<file path="config.mk">
export PLATFORM = sky130hd
export DESIGN_NAME = erff_rx_filter
export DESIGN_NICKNAME = d
export VERILOG_FILES = /design/src/inc/erff_pkg.sv /design/src/hw/erff_rx_filter.sv
export VERILOG_INCLUDE_DIRS = /design/src /design/src/inc
export SDC_FILE = /design/constraint.sdc
export NUM_CORES = 1
export LEC_CHECK = 0
export ABC_AREA = 0
export BUFFER_PORTS_ARGS = -buffer_cell sky130_fd_sc_hd__buf_2
export CAP_MARGIN = 25
export CELL_PAD_IN_SITES_DETAIL_PLACEMENT = 1
export CELL_PAD_IN_SITES_GLOBAL_PLACEMENT = 1
export CORE_AREA = 2 2 203 205
export CTS_BUF_LIST = sky130_fd_sc_hd__clkbuf_16
export DETAILED_ROUTE_END_ITERATION = 7
export DIE_AREA = 0 0 205 207
export PLACE_DENSITY_LB_ADDON = 0.1
export SLEW_MARGIN = 20
export SYNTH_ARGS = -nofsm -noshare
export SYNTH_HDL_FRONTEND = slang
export SYNTH_SLANG_ARGS = --single-unit
export TNS_END_PERCENT = 1
</file>
<file path="constraint.sdc">
create_clock -name clk -period 3.4 [get_ports clk]
set_clock_uncertainty 0.1 [all_clocks]
set_input_delay 0.17 -clock clk [delete_from_list [all_inputs] [get_ports clk]]
set_output_delay 0.17 -clock clk [all_outputs]
set_load 0.05 [all_outputs]
</file>
<file path="src/inc/erff_cfg.svh">
// Purpose: Constants of the receive frame filter: offsets, fields, resets
// Assumes: 32-bit register words, byte addresses
// Notes:   Definitions only
`ifndef ERFF_CFG_SVH
`define ERFF_CFG_SVH

// ----------------------------------------------------------------
// Register offsets
// ----------------------------------------------------------------
`define ERFF_ADDR_W          8
`define ERFF_OFF_FILTER_CFG  8'h00
`define ERFF_OFF_STA_LO      8'h04
`define ERFF_OFF_STA_HI      8'h08
`define ERFF_OFF_CTRL_ONE    8'h0C
`define ERFF_OFF_ACCEPT_CNT  8'h10
`define ERFF_OFF_DROP_CNT    8'h14
`define ERFF_OFF_STATUS      8'h18

// ----------------------------------------------------------------
// Filter configuration fields
// ----------------------------------------------------------------
`define ERFF_BIT_HASH_EN     15
`define ERFF_BIT_WAKE_EN     14
`define ERFF_BIT_PM_INV      12
`define ERFF_PM_SEL_HI       11
`define ERFF_PM_SEL_LO       8
`define ERFF_BIT_BAD_CRC     7
`define ERFF_BIT_GOOD_CRC    6
`define ERFF_BIT_SHORT_COL   5
`define ERFF_BIT_SHORT_REJ   4
`define ERFF_BIT_STA_MATCH   3
`define ERFF_BIT_FOREIGN     2
`define ERFF_BIT_GROUP       1
`define ERFF_BIT_ALL_STA     0
`define ERFF_CFG_WR_MASK     32'h0000_DFFF
`define ERFF_CFG_RESET       32'h0000_0000
`define ERFF_BIT_RX_EN       8
`define ERFF_CTRL_WR_MASK    32'h0000_0100
`define ERFF_CTRL_RESET      32'h0000_0000
`define ERFF_STA_RESET       48'h0000_0000_0000

// ----------------------------------------------------------------
// Frame limits and buffer depth
// ----------------------------------------------------------------
`define ERFF_MIN_FRAME_BYTES 16'h0040
`define ERFF_BUF_DEPTH       2'h2

`endif

</file>
<file path="src/inc/erff_pkg.sv">
// Purpose: Types of the receive frame filter
// Assumes: Constants come from erff_cfg.svh
// Notes:   One frame summary in, one verdict out
package erff_pkg;

  // Summary of one received frame from the receive path
  typedef struct packed {
    logic [47:0] dest_addr;    // First octet in bits 47:40
    logic [15:0] length;       // Bytes, including CRC
    logic        crc_ok;       // Frame check sequence good
    logic        csum_match;   // Pattern checksum matched
    logic        hash_match;   // Hash table hit
    logic        wakeup_match; // Wake-up frame seen
  } erff_frame_t;

  // Verdict for one frame
  typedef struct packed {
    logic        accept;
    logic        pattern_hit;
    logic        addr_hit;
    logic        qualify_ok;
    logic        short_frame;
    logic [15:0] length;
  } erff_verdict_t;

  // Pattern match selections
  typedef enum logic [3:0] {
    ERFF_PM_OFF      = 4'h0,
    ERFF_PM_CSUM     = 4'h1,
    ERFF_PM_STA_A    = 4'h2,
    ERFF_PM_STA_B    = 4'h3,
    ERFF_PM_UNI_A    = 4'h4,
    ERFF_PM_UNI_B    = 4'h5,
    ERFF_PM_BCAST_A  = 4'h6,
    ERFF_PM_BCAST_B  = 4'h7,
    ERFF_PM_HASH     = 4'h8,
    ERFF_PM_WAKE     = 4'h9
  } erff_pm_sel_t;

endpackage

</file>
<file path="src/hw/erff_rx_filter.sv">
// Purpose: Receive frame acceptance filter with register port
// Assumes: Frame summaries arrive complete, one per handshake
// Notes:   Verdicts leave through a two-entry buffer
//
// Function
// RQ1: Bad-CRC collect: accept only failed CRC frames
// RQ2: Good-CRC enable: reject every bad CRC frame
// RQ3: Short collect: accept only short frames
// RQ4: Short means under 64 bytes, plus good CRC; the code asks for good CRC only while Good-CRC enable is set
// RQ5: Short reject: drop every frame under 64
// RQ6: Accept unicast equal to station address
// RQ7: Accept unicast differing from station address
// RQ8: Accept every multicast destination when enabled
// RQ9: Accept broadcast destination when enabled
// RQ10: Hash pattern mode ignores hash enable
// RQ11: Wake-up pattern mode ignores wake-up enable
// RQ12: Checksum match XOR pattern inversion
// RQ13: Configuration affects receive path only
// RQ14: Software changes config only while receive off
// RQ15: Pattern select zero: match always fails
// RQ16: Accept: some address path and all qualifiers
//
// The plain strobed port and the address map were chosen for this implementation.
`timescale 1ns/1ps
`include "erff_cfg.svh"

module erff_rx_filter
  import erff_pkg::*;
(
  input  wire logic                      clk,
  input  wire logic                      rst_n,
  // Register port
  input  wire logic [`ERFF_ADDR_W-1:0]   reg_addr,
  input  wire logic [31:0]               reg_wdata,
  input  wire logic                      reg_wr,
  input  wire logic                      reg_rd,
  output logic      [31:0]               reg_rdata,
  // Frame summaries from the receive path
  input  wire logic                      frm_valid,
  input  wire erff_frame_t               frm_data,
  output logic                           frm_ready,
  // Verdicts toward the receive buffer manager
  output logic                           vrd_valid,
  output erff_verdict_t                  vrd_data,
  input  wire logic                      vrd_ready,
  // Receive enable level for the receive path
  output logic                           rx_enabled
);

  // ----------------------------------------------------------------
  // Helper functions
  // ----------------------------------------------------------------

  // Group bit of the first destination octet
  function automatic logic is_group(input logic [47:0] da);
    is_group = da[40];
  endfunction

  // All-ones destination
  function automatic logic is_bcast(input logic [47:0] da);
    is_bcast = &da;
  endfunction

  // Saturating increment of a frame counter
  function automatic logic [31:0] sat_inc(input logic [31:0] v);
    sat_inc = (&v) ? v : v + 32'h0000_0001;
  endfunction

  // ----------------------------------------------------------------
  // Registers
  // ----------------------------------------------------------------
  logic [31:0]   cfg_q;
  logic [31:0]   ctrl_q;
  logic [47:0]   sta_q;
  logic [31:0]   acc_cnt_q;
  logic [31:0]   drop_cnt_q;
  logic [31:0]   rdata_d;
  logic [31:0]   rdata_q;
  logic          rx_en_q;

  // Buffer storage and flags
  erff_verdict_t head_q;
  erff_verdict_t tail_q;
  logic [1:0]    cnt_q;
  logic [1:0]    cnt_d;
  logic          in_ready_q;
  logic          take;
  logic          pop;

  // Field views of the configuration
  logic          hash_filter_en;
  logic          wakeup_frame_filter_en;
  logic          pattern_invert;
  logic [3:0]    pattern_match_select;
  logic          bad_crc_collect_en;
  logic          good_crc_required_en;
  logic          short_frame_collect_en;
  logic          short_frame_reject_en;
  logic          station_match_accept_en;
  logic          foreign_unicast_accept_en;
  logic          group_addr_accept_en;
  logic          all_stations_accept_en;

  // Classification of the offered frame
  logic          f_group;
  logic          f_bcast;
  logic          f_mcast;
  logic          f_unicast;
  logic          f_sta_hit;
  logic          f_short;
  logic          f_short_col;
  logic          csum_term;
  logic          pm_hit;
  logic          addr_hit;
  logic          qual_ok;
  erff_verdict_t verdict;

  // Configuration field taps
  assign hash_filter_en            = cfg_q[`ERFF_BIT_HASH_EN];
  assign wakeup_frame_filter_en    = cfg_q[`ERFF_BIT_WAKE_EN];
  assign pattern_invert            = cfg_q[`ERFF_BIT_PM_INV];
  assign pattern_match_select      = cfg_q[`ERFF_PM_SEL_HI:`ERFF_PM_SEL_LO];
  assign bad_crc_collect_en        = cfg_q[`ERFF_BIT_BAD_CRC];
  assign good_crc_required_en      = cfg_q[`ERFF_BIT_GOOD_CRC];
  assign short_frame_collect_en    = cfg_q[`ERFF_BIT_SHORT_COL];
  assign short_frame_reject_en     = cfg_q[`ERFF_BIT_SHORT_REJ];
  assign station_match_accept_en   = cfg_q[`ERFF_BIT_STA_MATCH];
  assign foreign_unicast_accept_en = cfg_q[`ERFF_BIT_FOREIGN];
  assign group_addr_accept_en      = cfg_q[`ERFF_BIT_GROUP];
  assign all_stations_accept_en    = cfg_q[`ERFF_BIT_ALL_STA];

  // ----------------------------------------------------------------
  // Register writes
  // ----------------------------------------------------------------

  // Filter configuration; the receive path alone acts on it, the read mux returns it
  always_ff @(posedge clk or negedge rst_n) begin
    if (!rst_n) begin
      cfg_q <= `ERFF_CFG_RESET;
    end else if (reg_wr && reg_addr == `ERFF_OFF_FILTER_CFG) begin
      cfg_q <= reg_wdata & `ERFF_CFG_WR_MASK; // RQ13
    end
  end

  // Control word holding the receive enable
  always_ff @(posedge clk or negedge rst_n) begin
    if (!rst_n) begin
      ctrl_q <= `ERFF_CTRL_RESET;
    end else if (reg_wr && reg_addr == `ERFF_OFF_CTRL_ONE) begin
      ctrl_q <= reg_wdata & `ERFF_CTRL_WR_MASK;
    end
  end

  // Station address, low four octets then high two
  always_ff @(posedge clk or negedge rst_n) begin
    if (!rst_n) begin
      sta_q <= `ERFF_STA_RESET;
    end else if (reg_wr && reg_addr == `ERFF_OFF_STA_LO) begin
      sta_q[31:0] <= reg_wdata;
    end else if (reg_wr && reg_addr == `ERFF_OFF_STA_HI) begin
      sta_q[47:32] <= reg_wdata[15:0];
    end
  end

  // Registered receive enable
  always_ff @(posedge clk or negedge rst_n) begin
    if (!rst_n) begin
      rx_en_q <= 1'b0;
    end else begin
      rx_en_q <= ctrl_q[`ERFF_BIT_RX_EN];
    end
  end

  // ----------------------------------------------------------------
  // Register reads
  // ----------------------------------------------------------------

  // Read mux; unmapped offsets read zero
  always_comb begin
    rdata_d = 32'h0000_0000;
    case (reg_addr)
      `ERFF_OFF_FILTER_CFG: rdata_d = cfg_q;
      `ERFF_OFF_STA_LO:     rdata_d = sta_q[31:0];
      `ERFF_OFF_STA_HI:     rdata_d = {16'h0000, sta_q[47:32]};
      `ERFF_OFF_CTRL_ONE:   rdata_d = ctrl_q;
      `ERFF_OFF_ACCEPT_CNT: rdata_d = acc_cnt_q;
      `ERFF_OFF_DROP_CNT:   rdata_d = drop_cnt_q;
      `ERFF_OFF_STATUS:     rdata_d = {28'h000_0000, in_ready_q, vrd_valid, cnt_q};
      default:              rdata_d = 32'h0000_0000;
    endcase
  end

  // Read data stand one cycle after the strobe
  always_ff @(posedge clk or negedge rst_n) begin
    if (!rst_n) begin
      rdata_q <= 32'h0000_0000;
    end else if (reg_rd) begin
      rdata_q <= rdata_d;
    end else begin
      rdata_q <= 32'h0000_0000;
    end
  end

  // ----------------------------------------------------------------
  // Frame classification
  // ----------------------------------------------------------------

  // Destination address kinds
  assign f_group   = is_group(frm_data.dest_addr);
  assign f_bcast   = is_bcast(frm_data.dest_addr);
  assign f_mcast   = f_group && !f_bcast;
  assign f_unicast = !f_group;
  assign f_sta_hit = f_unicast && (frm_data.dest_addr == sta_q);

  // Short frame tests
  assign f_short     = frm_data.length < `ERFF_MIN_FRAME_BYTES; // RQ4
  assign f_short_col = f_short && (!good_crc_required_en || frm_data.crc_ok); // RQ4

  // Checksum term with inversion
  assign csum_term = pattern_invert ^ frm_data.csum_match; // RQ12

  // Pattern match by selection
  always_comb begin
    pm_hit = 1'b0;
    case (pattern_match_select)
      ERFF_PM_OFF:     pm_hit = 1'b0; // RQ15
      ERFF_PM_CSUM:    pm_hit = csum_term;
      ERFF_PM_STA_A,
      ERFF_PM_STA_B:   pm_hit = csum_term && f_sta_hit;
      ERFF_PM_UNI_A,
      ERFF_PM_UNI_B:   pm_hit = csum_term && f_unicast;
      ERFF_PM_BCAST_A,
      ERFF_PM_BCAST_B: pm_hit = csum_term && f_bcast;
      ERFF_PM_HASH:    pm_hit = csum_term && frm_data.hash_match; // RQ10
      ERFF_PM_WAKE:    pm_hit = csum_term && frm_data.wakeup_match; // RQ11
      default:         pm_hit = 1'b0;
    endcase
  end

  // Address acceptance paths, any one suffices
  always_comb begin
    addr_hit = 1'b0;
    if (station_match_accept_en && f_sta_hit) begin
      addr_hit = 1'b1; // RQ6
    end
    if (foreign_unicast_accept_en && f_unicast && !f_sta_hit) begin
      addr_hit = 1'b1; // RQ7
    end
    if (group_addr_accept_en && f_mcast) begin
      addr_hit = 1'b1; // RQ8
    end
    if (all_stations_accept_en && f_bcast) begin
      addr_hit = 1'b1; // RQ9
    end
    if (hash_filter_en && frm_data.hash_match) begin
      addr_hit = 1'b1;
    end
    if (wakeup_frame_filter_en && frm_data.wakeup_match) begin
      addr_hit = 1'b1;
    end
    if (pm_hit) begin
      addr_hit = 1'b1;
    end
  end

  // Qualifiers, every enabled one must hold
  always_comb begin
    qual_ok = 1'b1;
    if (bad_crc_collect_en && frm_data.crc_ok) begin
      qual_ok = 1'b0; // RQ1
    end
    if (good_crc_required_en && !frm_data.crc_ok) begin
      qual_ok = 1'b0; // RQ2
    end
    if (short_frame_collect_en && !f_short_col) begin
      qual_ok = 1'b0; // RQ3
    end
    if (short_frame_reject_en && f_short) begin
      qual_ok = 1'b0; // RQ5
    end
  end

  // Verdict for the offered frame
  always_comb begin
    verdict             = '0;
    verdict.accept      = addr_hit && qual_ok; // RQ16
    verdict.pattern_hit = pm_hit;
    verdict.addr_hit    = addr_hit;
    verdict.qualify_ok  = qual_ok;
    verdict.short_frame = f_short;
    verdict.length      = frm_data.length;
  end

  // ----------------------------------------------------------------
  // Two-entry verdict buffer
  // ----------------------------------------------------------------

  // Handshakes on both sides
  assign take = frm_valid && in_ready_q;
  assign pop  = vrd_valid && vrd_ready;

  // Occupancy after this cycle
  always_comb begin
    cnt_d = cnt_q;
    if (take && !pop) begin
      cnt_d = cnt_q + 2'h1;
    end else if (pop && !take) begin
      cnt_d = cnt_q - 2'h1;
    end
  end

  // Occupancy and output valid
  always_ff @(posedge clk or negedge rst_n) begin
    if (!rst_n) begin
      cnt_q     <= 2'h0;
      vrd_valid <= 1'b0;
    end else begin
      cnt_q     <= cnt_d;
      vrd_valid <= cnt_d != 2'h0;
    end
  end

  // Head feeds the output, tail holds the second entry
  always_ff @(posedge clk or negedge rst_n) begin
    if (!rst_n) begin
      head_q <= '0;
      tail_q <= '0;
    end else begin
      case (cnt_q)
        2'h0: begin
          if (take) begin
            head_q <= verdict;
          end
        end
        2'h1: begin
          if (take && pop) begin
            head_q <= verdict;
          end else if (take) begin
            tail_q <= verdict;
          end
        end
        default: begin
          if (pop) begin
            head_q <= tail_q;
          end
        end
      endcase
    end
  end

  // Ready only with room and receive enabled; stall holds the source
  always_ff @(posedge clk or negedge rst_n) begin
    if (!rst_n) begin
      in_ready_q <= 1'b0;
    end else begin
      in_ready_q <= ctrl_q[`ERFF_BIT_RX_EN] && (cnt_d < `ERFF_BUF_DEPTH);
    end
  end

  // ----------------------------------------------------------------
  // Frame statistics
  // ----------------------------------------------------------------

  // Accepted and dropped counts, saturating
  always_ff @(posedge clk or negedge rst_n) begin
    if (!rst_n) begin
      acc_cnt_q  <= 32'h0000_0000;
      drop_cnt_q <= 32'h0000_0000;
    end else if (take) begin
      if (verdict.accept) begin
        acc_cnt_q <= sat_inc(acc_cnt_q);
      end else begin
        drop_cnt_q <= sat_inc(drop_cnt_q);
      end
    end
  end

  // ----------------------------------------------------------------
  // Outputs
  // ----------------------------------------------------------------
  assign reg_rdata  = rdata_q;
  assign frm_ready  = in_ready_q;
  assign vrd_data   = head_q;
  assign rx_enabled = rx_en_q;

endmodule

</file>
==> results of run 1 <==
==> flip-flops by register name (all words and copies together), names as in the netlist, 2 cells and up <==
name / count
drop_cnt_q: 32
sta_q: 48
reg_rdata: 32
tail_q: 21
cnt_q: 2
cfg_q: 15
acc_cnt_q: 32
vrd_data: 21
==> repair_timing <==
action                                 4_1_cts  5_1_grt
setup endpoints to repair                    0        0
gates resized for setup                      0        0
hold buffers                                51        0
endpoints found under the hold margin      179        0
==> metal layers <==
layer	wire [microns]	up-vias
met5	0	-
met4	846	0
met3	1590	49
met2	18600	188
met1	18000	4168
li1	-	3735
==> cell usage in the layout, fill, tap and decap left out, drive strengths merged, types with 4 or more instances in the layout <==
master,netlist,layout
a21oi,24,24
a222oi,26,26
a22oi,28,28
a31oi,24,24
and2,9,9
and3,12,12
and4,7,7
buf,12,194
bufinv,0,10
clkbuf,30,27
clkinv,0,6
clkinvlp,0,5
dfrtp,207,207
dlygate4sd3,0,51
ha,4,4
inv,11,13
mux2,86,86
nand2,80,80
nand2b,6,6
nand3,29,29
nand4,35,35
nor2,69,69
nor2b,5,5
nor3,20,20
nor4,34,34
nor4b,5,5
o21ai,7,7
xnor2,25,25
xor2,81,81
==> path summary, 6_finish.rpt <==
path | depth (start not counted) | slack (ns) | endpoint
max in group asynchronous | 3 | 2.21 | drop_cnt_q[13]$_DFFE_PN0P_
hold reg to reg | 2 | 0.39 | tail_q[17]$_DFFE_PN0P_
setup reg to reg | 9 | 0.23 | acc_cnt_q[16]$_DFFE_PN0P_
hold / removal | 4 | 0.03 | cnt_q[1]$_DFF_PN0_
min in group asynchronous | 2 | 0.13 | reg_rdata[24]$_DFF_PN0_
setup / recovery | 9 | 0.23 | acc_cnt_q[16]$_DFFE_PN0P_
==> worst max-delay path: stages (launching register included) <==
cell	delay, ns
dfrtp_1	0.43
xor2_1	0.24
nor4_1	0.46
nand4_1	0.17
nor4_2	0.38
mux2_4	0.38
a21oi_4	0.19
buf_4	0.39
nand4_1	0.17
xnor2_1	0.16
==> synth_stat cells (2+ instances only) <==
cell | instances | area share [%]
mux2_2 | 83 | 9.4
buf_4 | 2 | 0.15
buf_6 | 3 | 0.34
a21oi_2 | 2 | 0.18
xnor2_1 | 25 | 2.2
buf_2 | 4 | 0.20
a222oi_1 | 26 | 2.6
nor2b_1 | 5 | 0.31
and3_1 | 12 | 0.75
xor2_1 | 81 | 7.1
nor3_1 | 19 | 0.95
a21oi_1 | 22 | 1.1
buf_1 | 3 | 0.11
nand2_1 | 79 | 3.0
nor3b_1 | 3 | 0.23
and4_1 | 6 | 0.53
a22oi_1 | 28 | 2.1
mux2_1 | 2 | 0.23
o21ai_0 | 6 | 0.30
nor4_2 | 14 | 1.8
or2_2 | 3 | 0.19
mux2i_1 | 2 | 0.20
nor2_1 | 69 | 2.6
nand3_1 | 29 | 1.5
nand4_1 | 35 | 2.2
nor4_1 | 20 | 1.3
and2_1 | 9 | 0.56
dfrtp_1 | 207 | 52
ha_1 | 4 | 0.50
nand2b_1 | 6 | 0.38
inv_1 | 10 | 0.38
a31oi_1 | 24 | 1.5
clkbuf_1 | 30 | 1.1
nor4b_1 | 3 | 0.26
==> power by group through the flow <==
stage	Combinational, mW	Clock [mW]	Sequential, mW
5_1_grt	1.88	3.60	2.91
3_5_place_dp	1.70	0	2.92
2_1_floorplan	0.647	0	3.34
6_report	1.70	3.42	2.87
4_1_cts	1.75	3.51	2.88
3_3_place_gp	1.69	0	2.92
==> layout make-up <==
cell class,instances,area share [%]
well taps,532,5.07
inverters,11,0.315
multi-input cells,635,35.0
clock buffers,27,5.15
clock inverters,23,2.87
flip-flops and latches,207,39.5
repair buffers,245,12.1
==> cell families after synthesis <==
family,after synthesis
AND/OR/NAND/NOR,320
adder cells (fa/ha/maj),4
buffers and inverters,53
XOR/XNOR,106
multiplexers,88
AO/OA/AOI/OAI,117
flip-flops,207
==> flow_metrics.env, run 1 <==
export IMPL_routed_wl_microns=39100
export IMPL_crit_type="reg2reg"
export IMPL_synth_xor_area_share_pct=9.31
export IMPL_finalSetupTns_ns=0
export IMPL_cts_root_buffer="clkbuf_16"
export IMPL_swShare_pct=32.2
export IMPL_max_freq_ghz=0.315
export IMPL_worstSkewPairLatency_ns=0.56
export IMPL_synthCells=895
export IMPL_routedWlPerCell_microns=23.3
export IMPL_combPwrFrac_pct=21.3
export IMPL_antenna_found_initial=0
export IMPL_seqPwrFrac_pct=36.0
export IMPL_grt_use_met3_pct=2.56
export IMPL_viasPerCell=4.85
export IMPL_die_w_microns=205
export IMPL_grt_busiest_layer="met2"
export IMPL_setup_ws_ns=0.225
export IMPL_fillerInstances=4543
export IMPL_pre_cts_ws_ns=0.167
export IMPL_fin_cells=1680
export IMPL_cts_buffers=27
export IMPL_drtIter0Drc=474
export IMPL_met2_usage_pct=30.4
export IMPL_fin_crit_ns=3.17
export IMPL_nets=1245
export IMPL_power_total_mw=7.99
export IMPL_avgSynthCellArea_sq_um=11.1
export IMPL_yosys_warnings=0
export IMPL_slew_viol_final=0
export IMPL_synthAdderAreaFrac_pct=0.502
export IMPL_dieHeight_microns=207
export IMPL_start_util_pct=24.7
export IMPL_grt_usage_pct=18.5
export IMPL_grt_overflow_total=0
export IMPL_cp_required_ns=3.73
export IMPL_ys_seq_area_share_pct=51.9
export IMPL_ys_types=53
export IMPL_end_kind="flop"
export IMPL_crit_fanout=26
export IMPL_syn_area_sq_um=9980
export IMPL_fin_area_sq_um=13100
export IMPL_clock_sinks=207
export IMPL_synth_compound_gate_area_share_pct=8.65
export IMPL_multiInputGateArea_sq_um=4590
export IMPL_synth_seq_cells=207
export IMPL_worst_pin_slew_ns=0.953
export IMPL_slew_headroom_pct=36.3
export IMPL_fin_util_pct=32.5
export IMPL_setup_viol=0
export IMPL_syn_nets=1013
export IMPL_crit_start="sta_q[19]$_DFFE_PN0P_"
export IMPL_synth_top_family_by_area="simple AND/OR/NAND/NOR gates"
export IMPL_drc=0
export IMPL_firstDrtPassIters=6
export IMPL_rr_startpoint="sta_q[19]$_DFFE_PN0P_"
export IMPL_muxShareOfSynthArea_pct=9.95
export IMPL_run_status="finished clean"
export IMPL_dp_cells=1579
export IMPL_finalHoldViolCount=0
export IMPL_arrival_ns=3.51
export IMPL_htree_levels=1
export IMPL_irDropWorstVdd_mv=0.360
export IMPL_vias=8140
export IMPL_synthArstFlopShare_pct=100
export IMPL_grt_max_degree=86
export IMPL_p_int_mw=5.42
export IMPL_regArea_sq_um=5180
export IMPL_p_switching_mw=2.57
export IMPL_clkPwrFrac_pct=42.7
export IMPL_num_antenna_cells=0
export IMPL_cts_path_max_buffers=3
export IMPL_ant_nets=0
export IMPL_cap_viol_max_count=0
export IMPL_numPortBuffers=169
export IMPL_placed_area_sq_um=11600
export IMPL_num_rows=74
export IMPL_core_area_sq_um=40400
export IMPL_cts_tree="done"
export IMPL_fin_crit_sh_pct=93.4
export IMPL_synth_simple_gate_area_share_pct=17.3
export IMPL_layout_drive_gt1_share_pct=30.9
export IMPL_area_growth_pct=31.6
export IMPL_synth_edff_count=0
export IMPL_min_from="vrd_ready"
export IMPL_gp_congestion=0.816
export IMPL_met1_usage_pct=25.8
export IMPL_synth_ff_type="dfrtp_1"
export IMPL_power_density_nw_per_um2=609
export IMPL_cts_setup_buffers=0
export IMPL_worstSetupStartpointType="flop"
export IMPL_io_pins=170
export IMPL_rsz0062_at_grt="false"
export IMPL_clkTransAtPathRegs_ns=0.06
export IMPL_holdWs_ns=0.0275
export IMPL_hold_class="in2reg"
export IMPL_grt_pass1_wl_microns=58500
export IMPL_die_area_sq_um=42400
export IMPL_hpwl_microns=28200
export IMPL_p_leak_nw=6.13
export IMPL_grt_pass1_vias=8738
Note: power is estimated with default switching activity, not from simulation.
==> run 2, diff against run 1 <==
CELL_PAD_IN_SITES_GLOBAL_PLACEMENT = 2   (was 1)
PLACE_DENSITY = 0.56   (was unset)
PLACE_DENSITY_LB_ADDON = unset   (was 0.1)
==> run 2 against run 1 <==
Register-to-register slack got worse by 0.02 ns. Power down 11%. Clock power is 27% lower. Combinational power hardly changed. Sequential share of layout area grew 0.86 points. Die area unchanged. Critical path type unchanged. Critical endpoint is now acc_cnt_q[28]$_DFFE_PN0P_.
==> flow_metrics.env, run 2 (synthesized netlist as in run 1, its figures left out) <==
export IMPL_hpwl_microns=27900
export IMPL_end_kind="flop"
export IMPL_slew_headroom_pct=36.3
export IMPL_final_cell_mix="207 x dfrtp_1, 168 x buf_2, 83 x mux2_2"
export IMPL_setup_viol=0
export IMPL_worstSetupStartpointType="flop"
export IMPL_area_growth_pct=28.8
export IMPL_dieHeight_microns=207
export IMPL_cts_root_buffer="clkbuf_16"
export IMPL_finalHoldViolCount=0
export IMPL_core_area_sq_um=40400
export IMPL_grt_max_degree=98
export IMPL_cpLargestDelayFamily="simple AND/OR/NAND/NOR gates"
export IMPL_cp_required_ns=3.75
export IMPL_path_cells="nor2b_1 > a2111oi_2 > nand4_1 > nor4_2 > mux2_4 > and2_1 > nor4_1 > xor2_1"
export IMPL_drc=0
export IMPL_die_w_microns=205
export IMPL_grt_pass1_wl_microns=57500
export IMPL_cts_resized=0
export IMPL_finalSetupTns_ns=0
export IMPL_clock_sinks=207
export IMPL_critical_path_buf_inv_count=0
export IMPL_num_rows=74
export IMPL_routedWlPerCell_microns=22.8
export IMPL_regArea_sq_um=5180
export IMPL_nets=1249
export IMPL_crit_fanout=10
export IMPL_cts_setup_buffers=0
export IMPL_hold_class="in2reg"
export IMPL_wirelength_met1_microns=17900
export IMPL_routed_wl_microns=38300
export IMPL_slew_viol_final=0
export IMPL_cap_viol_max_count=0
export IMPL_multiInputGateArea_sq_um=4590
export IMPL_wl_met2_microns=17900
export IMPL_layout_drive_gt1_share_pct=30.3
export IMPL_gp_congestion=0.812
export IMPL_fin_crit_sh_pct=93.9
export IMPL_cts_tree="done"
export IMPL_irDropWorstVdd_mv=0.339
export IMPL_top_layer="met4"
export IMPL_io_pins=170
export IMPL_drtIter0Drc=399
export IMPL_largest_register_ffs=48
export IMPL_firstDrtPassIters=6
export IMPL_rsz0062_at_grt="false"
export IMPL_crit_slowest_cell="a2111oi_2"
export IMPL_num_antenna_cells=0
export IMPL_viasPerCell=4.84
export IMPL_ant_nets=0
export IMPL_crit_type="reg2reg"
export IMPL_critPathMaxStageDelay_ns=0.47
export IMPL_fillerInstances=4588
export IMPL_max_freq_ghz=0.313
export IMPL_antenna_found_initial=0
export IMPL_fin_crit_ns=3.19
export IMPL_arrival_ns=3.54
export IMPL_met3_length_microns=1640
export IMPL_vias=8127
export IMPL_p_leak_nw=6.05
export IMPL_die_area_sq_um=42400
export IMPL_power_density_nw_per_um2=551
export IMPL_numPortBuffers=169
export IMPL_fin_util_pct=31.8
export IMPL_cts_path_max_buffers=3
export IMPL_grt_pass1_vias=8759
export IMPL_cts_buffers=26
export IMPL_regMostFlops="sta_q"
export IMPL_clkTransAtPathRegs_ns=0.06
export IMPL_start_util_pct=24.7
export IMPL_grt_usage_pct=17.9
export IMPL_grt_overflow_total=0
export IMPL_worst_pin_slew_ns=0.954
export IMPL_htree_levels=1
export IMPL_worstSkewPairLatency_ns=0.54
export IMPL_layout_commonest_cell="dfrtp_1"
export IMPL_run_status="finished clean"
[run 2: cell types whose count changed in the layout (fill, tap and decap cells not counted), sizes merged]
cell,before,now
clkinvlp,5,0
dlygate4sd3,51,50
clkinv,6,11
bufinv,10,0
inv,13,18
buf,194,200
[run 2: final cells by class]
| cell class | instances | share of cell area (%) |
|---|---|---|
| Clock buffer | 27 | 5.26 |
| Clock inverter | 18 | 0.584 |
| Inverter | 11 | 0.321 |
| Multi-Input combinational cell | 635 | 35.8 |
| Sequential cell | 207 | 40.3 |
| Tap cell | 532 | 5.18 |
| Timing Repair Buffer | 250 | 12.6 |
[run 2: final timing paths]
check                                            end  slack [ns]  depth (start not counted)                   start
setup reg to reg           acc_cnt_q[28]$_DFFE_PN0P_        0.21                          8   sta_q[37]$_DFFE_PN0P_
max in group asynchronous    reg_rdata[20]$_DFF_PN0_        2.10                          3                   rst_n
hold / removal                 ctrl_q[8]$_DFFE_PN0P_        0.04                          6             reg_addr[0]
setup / recovery           acc_cnt_q[28]$_DFFE_PN0P_        0.21                          8   sta_q[37]$_DFFE_PN0P_
min in group asynchronous    reg_rdata[24]$_DFF_PN0_        0.21                          2                   rst_n
hold reg to reg               tail_q[19]$_DFFE_PN0P_        0.37                          2  tail_q[19]$_DFFE_PN0P_
[run 2: routing by layer]
layer  track usage [%]  up-vias
met4              4.19        0
met3              2.45       45
met5                 0        -
met2              29.4      212
li1                  -     3737
met1              25.0     4133
[run 2: metrics by stage]
step | area, sq um | power [mW] | cells | setup WS (ns) | hold WS (ns)
2_1_floorplan | 9980 | 3.99 | 895 | 0.795 | -0.226
3_3_place_gp | 11600 | 4.59 | 1585 | 0.236 | 0.221
3_5_place_dp | 11600 | 4.62 | 1585 | 0.245 | 0.211
4_1_cts | 12800 | 7.23 | 1680 | 0.225 | 0.0253
5_1_grt | 12800 | 7.48 | 1680 | 0.0218 | 0.0577
6_report | 12800 | 7.08 | 1680 | 0.209 | 0.0411
[run 2: worst reg2reg max path: cells and delay by family, from the launching register on]
kind,cells,cell delay [ns]
AOI/OAI and AO/OA,1,0.47
xor gates and xnor gates,1,0.17
DFF,1,0.43
muxes,1,0.37
and+or+nand+nor,5,1.55
[run 2: what timing repair did]
item	4_1_cts	5_1_grt
hold buffers	50	0
hold endpoints to repair	189	0
endpoints found under the setup margin	0	0
[run 2: report_power, final]
part           total, mW  switching, mW  internal, mW  leakage [nW]
Sequential          2.87          0.171          2.70          2.80
Combinational       1.70           1.19         0.514          2.85
Clock               2.51           1.09          1.41         0.401
Total               7.08           2.45          4.63          6.05
